<file path="src/dsw_regs.vh">
// constants for the serial write port of the converter
`ifndef DSW_REGS_VH
`define DSW_REGS_VH
`define DSW_FRAME_BITS 24
`define DSW_CNT_W 5
`define DSW_LAST_BIT 5'h17
`define DSW_CODE_MSB 15
`define DSW_MODE_HI 21
`define DSW_MODE_LO 20
`define DSW_CODE_HI 19
`define DSW_CODE_LO 4
`define DSW_CODE_RST 16'h0000
`define DSW_MODE_RST 2'h0
`define DSW_MODE_HI_RST 1'h0
`define DSW_MODE_LO_RST 1'h0
`define DSW_CNT_ZERO 5'h00
`define DSW_CNT_ONE 5'h01
`define DSW_SHIFT_RST 24'h000000
`define DSW_PIN_IDLE_HI 1'h1
`define DSW_PIN_IDLE_LO 1'h0
`endif

</file>
<file path="src/dsw_sync2.v">
// two-flop synchroniser for one pin level
`timescale 1ns/10ps
module dsw_sync2 #(
	parameter RST_VAL = 1'h0
) (
	input wire ref_clk,
	input wire resetn,
	input wire pin_in,
	output reg pin_sync
);
	reg meta_reg;

	always @(posedge ref_clk) begin
		if (!resetn) begin
			// reset to the pin's idle level, so no false edge follows reset
			meta_reg <= RST_VAL;
			pin_sync <= RST_VAL;
		end else begin
			meta_reg <= pin_in;
			pin_sync <= meta_reg;
		end
	end
endmodule

</file>
<file path="src/dsw_write_port.v">
// serial write port: 24-bit frame into converter code and power mode
// Notes on behaviour
// shift register holds 24 bits
// sample data on serial clock falling edge
// accept bits only while frame select low
// 24th falling edge updates converter register
// early frame select rise aborts write
// two leading bits select power mode; the code takes the third and fourth bits (frame bits 21:20) instead
// next 16 bits become converter code; the code takes frame bits 19:4 instead
// host raises select before next frame
// abort clears shifter, keeps code and mode
// most significant bit first
`timescale 1ns/10ps
`include "dsw_regs.vh"
module dsw_write_port (
	// clock and reset
	input wire ref_clk,
	input wire resetn,
	// serial pins
	input wire sclk_pin,
	input wire din_pin,
	input wire sync_n_pin,
	// converter side
	output reg [15:0] dac_code,
	output reg power_mode_bit_hi,
	output reg power_mode_bit_lo,
	output reg update_pulse,
	output reg abort_pulse
);

	// frame states
	localparam ST_IDLE = 2'b00;
	localparam ST_SHIFT = 2'b01;
	localparam ST_DONE = 2'b10;

	// synchronised pin levels
	wire sclk_s;
	wire din_s;
	wire sync_n_s;

	// edge detection history
	reg sclk_d_reg;
	reg sync_n_d_reg;

	// frame control
	reg [1:0] state_reg;
	reg [1:0] state_next;
	reg [`DSW_CNT_W-1:0] cnt_reg;
	reg [`DSW_CNT_W-1:0] cnt_next;

	// shifter
	reg [`DSW_FRAME_BITS-1:0] shift_reg;
	wire [`DSW_FRAME_BITS-1:0] shift_next;
	wire [`DSW_FRAME_BITS-1:0] frame_word;
	reg shift_en;
	reg shift_clr;

	// next values of the outputs
	reg [15:0] dac_code_next;
	reg power_mode_bit_hi_next;
	reg power_mode_bit_lo_next;
	reg update_next;
	reg abort_next;

	// decoded events
	wire sclk_fall;
	wire sync_fall;
	wire sync_rise;
	wire take_bit;
	wire last_bit;

	// serial clock idles high between frames
	dsw_sync2 #(
		.RST_VAL(`DSW_PIN_IDLE_HI)
	) u_sclk (
		.ref_clk(ref_clk),
		.resetn(resetn),
		.pin_in(sclk_pin),
		.pin_sync(sclk_s)
	);

	dsw_sync2 #(
		.RST_VAL(`DSW_PIN_IDLE_LO)
	) u_din (
		.ref_clk(ref_clk),
		.resetn(resetn),
		.pin_in(din_pin),
		.pin_sync(din_s)
	);

	// select idles high; a low reset value would fake a frame start
	dsw_sync2 #(
		.RST_VAL(`DSW_PIN_IDLE_HI)
	) u_sync (
		.ref_clk(ref_clk),
		.resetn(resetn),
		.pin_in(sync_n_pin),
		.pin_sync(sync_n_s)
	);

	assign sclk_fall = sclk_d_reg & ~sclk_s;
	assign sync_fall = sync_n_d_reg & ~sync_n_s;
	assign sync_rise = ~sync_n_d_reg & sync_n_s;
	// data and clock share the same sync delay, so din_s is the bit at the edge
	assign take_bit = sclk_fall & ~sync_n_s;
	assign last_bit = (cnt_reg == `DSW_LAST_BIT);
	// first bit taken walks up to the top position
	assign frame_word = {shift_reg[`DSW_FRAME_BITS-2:0], din_s};

	// one cell per shifter bit: clear, shift or hold
	genvar i;
	generate
		for (i = 0; i < `DSW_FRAME_BITS; i = i + 1) begin : g_shift
			assign shift_next[i] = shift_clr ? 1'h0 : (shift_en ? frame_word[i] : shift_reg[i]);
		end
	endgenerate

	// frame sequencing and the values applied at the end of a frame
	always @* begin
		state_next = state_reg;
		cnt_next = cnt_reg;
		shift_en = 1'h0;
		shift_clr = 1'h0;
		dac_code_next = dac_code;
		power_mode_bit_hi_next = power_mode_bit_hi;
		power_mode_bit_lo_next = power_mode_bit_lo;
		update_next = 1'h0;
		abort_next = 1'h0;
		case (state_reg)
			ST_IDLE: begin
				// only a fresh select fall opens a frame
				if (sync_fall) begin
					state_next = ST_SHIFT;
					cnt_next = `DSW_CNT_ZERO;
					shift_clr = 1'h1;
				end
			end
			ST_SHIFT: begin
				if (sync_rise) begin
					// an unfinished frame is dropped whole
					state_next = ST_IDLE;
					cnt_next = `DSW_CNT_ZERO;
					shift_clr = 1'h1;
					abort_next = (cnt_reg != `DSW_CNT_ZERO);
				end else if (take_bit) begin
					shift_en = 1'h1;
					if (last_bit) begin
						state_next = ST_DONE;
						cnt_next = `DSW_CNT_ZERO;
						dac_code_next = frame_word[`DSW_CODE_HI:`DSW_CODE_LO];
						power_mode_bit_hi_next = frame_word[`DSW_MODE_HI];
						power_mode_bit_lo_next = frame_word[`DSW_MODE_LO];
						update_next = 1'h1;
					end else begin
						cnt_next = cnt_reg + `DSW_CNT_ONE;
					end
				end
			end
			ST_DONE: begin
				// clock falls after the last bit are ignored until select rises
				if (sync_rise) begin
					state_next = ST_IDLE;
					shift_clr = 1'h1;
				end
			end
			default: begin
				state_next = ST_IDLE;
				cnt_next = `DSW_CNT_ZERO;
				shift_clr = 1'h1;
			end
		endcase
	end

	// control registers
	always @(posedge ref_clk) begin
		if (!resetn) begin
			sclk_d_reg <= `DSW_PIN_IDLE_HI;
			sync_n_d_reg <= `DSW_PIN_IDLE_HI;
			state_reg <= ST_IDLE;
			cnt_reg <= `DSW_CNT_ZERO;
			shift_reg <= `DSW_SHIFT_RST;
		end else begin
			sclk_d_reg <= sclk_s;
			sync_n_d_reg <= sync_n_s;
			state_reg <= state_next;
			cnt_reg <= cnt_next;
			shift_reg <= shift_next;
		end
	end

	// output registers: outputs come straight from these flops
	always @(posedge ref_clk) begin
		if (!resetn) begin
			dac_code <= `DSW_CODE_RST;
			power_mode_bit_hi <= `DSW_MODE_HI_RST;
			power_mode_bit_lo <= `DSW_MODE_LO_RST;
			update_pulse <= 1'h0;
			abort_pulse <= 1'h0;
		end else begin
			dac_code <= dac_code_next;
			power_mode_bit_hi <= power_mode_bit_hi_next;
			power_mode_bit_lo <= power_mode_bit_lo_next;
			// pulses last one cycle; the converter acts on them at once
			update_pulse <= update_next;
			abort_pulse <= abort_next;
		end
	end

	// limitation: a frame shorter than one sclk fall gives no abort pulse
	// trade-off: two flops of latency on every pin limit the serial clock
	// to a few megahertz at this reference clock
endmodule

</file>
<file path="config.mk">
export PLATFORM = sky130hd
export DESIGN_NAME = dsw_write_port
export DESIGN_NICKNAME = d
export VERILOG_FILES = /design/src/dsw_sync2.v /design/src/dsw_write_port.v
export VERILOG_INCLUDE_DIRS = /design/src
export SDC_FILE = /design/constraint.sdc
export NUM_CORES = 1
export LEC_CHECK = 0
export BUFFER_PORTS_ARGS = -buffer_cell sky130_fd_sc_hd__buf_2
export CAP_MARGIN = 20
export CORE_MARGIN = 3
export CORE_UTILIZATION = 26
export CTS_BUF_LIST = sky130_fd_sc_hd__clkbuf_16
export CTS_CLUSTER_SIZE = 16
export DETAILED_ROUTE_END_ITERATION = 8
export GPL_ROUTABILITY_DRIVEN = 0
export PLACE_DENSITY_LB_ADDON = 0.08
export REMOVE_ABC_BUFFERS = 1
export SETUP_SLACK_MARGIN = 0.2
export SLEW_MARGIN = 20
export SYNTH_ARGS = -nofsm -noshare
export SYNTH_HDL_FRONTEND = slang
export SYNTH_SLANG_ARGS = --single-unit
</file>
<file path="constraint.sdc">
create_clock -name ref_clk -period 4.4 [get_ports ref_clk]
set_input_delay 1.32 -clock ref_clk [delete_from_list [all_inputs] [get_ports ref_clk]]
set_output_delay 1.32 -clock ref_clk [all_outputs]
set_load 0.01 [all_outputs]
</file>
== Yosys cells after proc, flatten, opt, wreduce, memory -nomap -nowiden ==
Index checks and enable logic that the tools add are counted.

* Add/sub/neg operators: 1
* Reduce and logical (&&, ||, !) cells: 9
* Muxes and demuxes: 18
* Bitwise gates (word level): 12
* Equality and inequality tests: 7

{| class="wikitable"
|+ Operator list
! cell !! count
|-
| $mux W5 || 4
|-
| $pmux W5 S3 || 1
|-
| $mux W2 || 5
|-
| $not A1 Y1 || 8
|-
| $reduce_and A4 Y1 || 2
|-
| $mux W1 || 6
|-
| $ne A3 B3 Y1 const B || 2
|-
| $pmux W2 S3 || 1
|-
| $reduce_and A3 Y1 || 2
|-
| $add A5 B1 Y5 const B || 1
|-
| $eq A5 B5 Y1 const B || 1
|-
| $reduce_bool A5 Y1 || 1
|-
| $and A1 B1 Y1 || 4
|-
| $ne A2 B2 Y1 const B || 2
|-
| $reduce_or A2 Y1 || 2
|-
| $reduce_or A4 Y1 || 1
|-
| $eq A2 B1 Y1 const B || 1
|-
| $eq A2 B2 Y1 const B || 1
|-
| $logic_not A2 Y1 || 1
|-
| $pmux W1 S2 || 1
|}

* Output and inout port bits: 20
* Input bits: 5
* Bits in registers: 56

== Logic depth before layout (Yosys ltp) ==
* Depth after elaboration: 6
* Mapped depth: 8

== Cells and area by module ==
A second synthesis with hierarchy kept.

* Cells, all modules: 255
* Area, all modules: 2172.1 µm²

{| class="wikitable"
|+ Modules (own cells, without submodules)
! module !! cells each !! instances !! area an instance (µm²)
|-
| dsw_write_port || 243 || 1 || 2014.4
|-
| dsw_sync2 || 4 || 3 || 52.6
|}

== Worst setup path before layout ==
OpenSTA, ideal clock, no wires.

* Path kind: input to register
* Start point: input port resetn
* End point: register cnt_reg[3]
* Path slack: 2.424 ns
* Stages on the path: 3
* Arrival: 1.859 ns
* Data required time: 4.283 ns
* Setup time: 0.117 ns
* Cell sequence: clkbuf_1 and3b_1 a32o_1

{| class="wikitable"
|+ RTL lines
! what !! line !! RTL
|-
| from (decl) || dsw_write_port.v:18 || <nowiki>input wire resetn,</nowiki>
|-
| to (signal assigned) || dsw_write_port.v:180 || <nowiki>cnt_reg <= `DSW_CNT_ZERO;</nowiki>
|-
| to (signal assigned) || dsw_write_port.v:186 || <nowiki>cnt_reg <= cnt_next;</nowiki>
|-
| to (decl) || dsw_write_port.v:48 || <nowiki>reg [`DSW_CNT_W-1:0] cnt_reg;</nowiki>
|}

== Worst setup path in the final report ==
* Start point: register state_reg[1]
* End point: register dac_code[4]

* Word-level cells in the longest chain between the ends: 2

{| class="wikitable"
|+ RTL lines
! what !! line !! RTL
|-
| from (decl) || dsw_write_port.v:46 || <nowiki>reg [1:0] state_reg;</nowiki>
|-
| from (signal assigned) || dsw_write_port.v:185 || <nowiki>state_reg <= state_next;</nowiki>
|-
| $eq A2 B1 Y1 || dsw_write_port.v:129 || <nowiki>case (state_reg)</nowiki>
|-
| $reduce_and A4 Y1 (no source line) || -- ||
|-
| to (signal assigned) || dsw_write_port.v:194 || <nowiki>dac_code <= `DSW_CODE_RST;</nowiki>
|-
| to (signal assigned) || dsw_write_port.v:200 || <nowiki>dac_code <= dac_code_next;</nowiki>
|-
| to (decl) || dsw_write_port.v:24 || <nowiki>output reg [15:0] dac_code,</nowiki>
|}

No other way between the ends.
A chain may end at the register's enable or synchronous reset.

==> summary.txt <==
Worst setup path
  • CP startpoint kind: register
  • Critical path data arrival time: 2.62 ns
  • Worst-path cell chain: inv_1, ha_1, nand4bb_2, nor2_2, nand2_1, a21boi_1
  • Worst-path fanout max: 23
  • Family with the most delay on the worst path: simple AND/OR/NAND/NOR gates
  • CP required: 4.62 ns
  • Setup CP Type: register to register
  • Critical path buffers and inverters: 1
  • Slowest-stage cell, CP: nor2_2
  • Critical Path End Type: register
  • Critical Path Max Stage Delay: 0.78 ns

STA
  • WHS: 0.411 ns
  • Max Fclk: 418 MHz
  • Final min period: 2.39 ns
  • Final setup margin: 2.01 ns
  • Fin. Hold Viols: 0
  • Setup_tns: 0 ns
  • Max_slew headroom: 0.522
  • RSZ-0062 raised after global routing: false
  • Final Cycle Share: 0.544
  • Clock Skews: 0.00876 ns
  • Worst-margin pin slew: 0.716 ns
  • Pins over their slew limit: 0
  • # setup viols final: 0

Synth
  • Ys flop type: dfxtp_1
  • Count leader, synth: nand2_1
  • Synth Instances: 256
  • Post-Syn Area: 0.00219 sq mm
  • Most frequent cells after synthesis: nand2_1 (88), dfxtp_1 (56), a21oi_1 (21)
  • Seq cells post-synth: 56
  • Largest cells by area after synthesis: dfxtp_1 (51%), nand2_1 (15%), a21boi_1 (6.9%)
  • Post-synth EDFFs: 0
  • Seq/Total Area, Yosys: 0.512
  • Synth cell types: 36
  • Share of async-settable or async-resettable flops after synthesis: 0
  • Top cell type's share of synthesized area: 0.512
  • Average size of a mapped cell: 8.55 sq um
  • Yosys warns: 0
  • Largest area contributor in the netlist: dfxtp_1

Floorplanning
  • Starting density of the core: 0.275
  • Number of I/O pins: 25
  • Die width: 97.8 microns
  • Row count: 32
  • Core area: 0.00797 sq mm
  • Die Area: 0.00956 sq mm
  • Die Y: 97.8 microns

Final layout
  • Share of post-route cells with drive strength above 1: 0.134
  • Synth-to-layout area growth: 17.3%
  • Max FFs per register: 21
  • Fin util: 0.322
  • Design area: 0.00257 sq mm
  • Final cell count without fillers: 378
  • Layout Nets: 286
  • Number of diodes: 0

Drt
  • Routed vias: 1660
  • Post-route ant nets: 0
  • Routed WL per cell: 11.6 microns
  • 1st-iter DRT viols: 55
  • Drt first pass iters: 4
  • DRT Wirelength: 4390 microns
  • Number of vias per cell: 4.39
  • Drt drc: 0

Global routing
  • Initial antenna violation count: 0
  • Vias in the first global route: 1571
  • Pin count of the biggest net entering global routing: 42
  • First-pass GRT wire length: 7650 microns
  • Grt ovf: 0
  • Total GRT Usage: 0.0957

Clocking
  • Root cell of the clock tree: clkbuf_16
  • CTS tree: done
  • Hold_buf cts: 0
  • TritonCTS buffer count: 5
  • Clk Latency, worst-skew pair: 0.29 ns
  • CTS H-Tree Depth: 2
  • Clk sinks: 56
  • Clk slew on worst S/H paths: 0.07 ns
  • Maximum clock path buffer count: 2
  • Post-CTS Setup Bufs: 0
  • CTS resizes: 0

Place
  • Worst slack, placed: 1.84 ns
  • Final HPWL DP: 2850 microns
  • Port bufs: 24
  • Dpl cells: 370
  • Post-DP Area: 0.00240 sq mm

Min path
  • Hold WC Path Type: register to register

Outcome
  • Status: complete, no violations

Power
  • Total power: 1.07 mW
  • Worst vdd ir: 0.221 mV
  • Pleak: 0.925 nW
  • Pwr dens: 419 mW/mm^2

Run
  • Max-cap viol count: 0
final cells by class:
| class | count | area, sq um |
|---|---|---|
| Clock inverter | 3 | 46.3 |
| Clock buffer | 5 | 125 |
| Timing Repair Buffer | 25 | 128 |
| Sequential cell | 56 | 1120 |
| Fill cell | 865 | 5400 |
| Tap cell | 102 | 128 |
| Inverter | 8 | 30.0 |
| Multi-Input combinational cell | 179 | 990 |
worst reg2reg max path, delay by kind of cell (launching register included):
family                     cells  cell delay [ns]
AOI/OAI and AO/OA              1             0.15
DFF                            1             0.35
and+or+nand+nor                3             1.47
buffers and inverters          1             0.09
adders and majority gates      1             0.28
report_power, final:
group	switching [mW]	total, mW	internal (mW)
combinational	0.0571	0.0934	0.0363
sequential	0.00723	0.522	0.515
clock	0.188	0.459	0.271
layout by cell type, fill, tap and decap left out, types with 4 or more instances in the layout:
master | synthesis | layout
inv_1 | 8 | 8
nand2b_1 | 7 | 7
nand2_1 | 88 | 88
and2_1 | 4 | 4
a21boi_1 | 20 | 20
buf_2 | 0 | 24
dfxtp_1 | 56 | 56
ha_1 | 6 | 6
clkbuf_16 | 0 | 5
a21oi_1 | 21 | 21
metal layers:
| layer | routed length (microns) | share of wire | global-route usage |
|---|---|---|---|
| met1 | 2390 | 0.54 | 0.136 |
| met2 | 1800 | 0.41 | 0.141 |
| met3 | 169 | 0.038 | 0.0279 |
| met4 | 33 | 0.0075 | 0.0288 |
| met5 | 0 | 0 | 0 |
cell families (layout without fill, tap and decap cells):
kind of cell               Yosys count  after routing  share of synthesized area
and+or+nand+nor                    118            118                      0.250
adders and majority gates            6              6                     0.0343
AOI/OAI and AO/OA                   53             53                      0.158
DFF                                 56             56                      0.512
buffers and inverters               21             41                     0.0360
muxes                                2              2                    0.00914
final timing paths:
check	startpoint	end	slack [ns]	depth (start not counted)
hold / removal	u_sync.meta_reg$_SDFF_PN1_	u_sync.pin_sync$_SDFF_PN1_	0.41	1
setup reg to reg	state_reg[1]$_SDFFE_PN0P_	dac_code[4]$_SDFFE_PN0P_	2.01	6
hold reg to reg	u_sync.meta_reg$_SDFF_PN1_	u_sync.pin_sync$_SDFF_PN1_	0.41	1
setup / recovery	state_reg[1]$_SDFFE_PN0P_	dac_code[4]$_SDFFE_PN0P_	2.01	6
(Power assumes the default switching activity.)
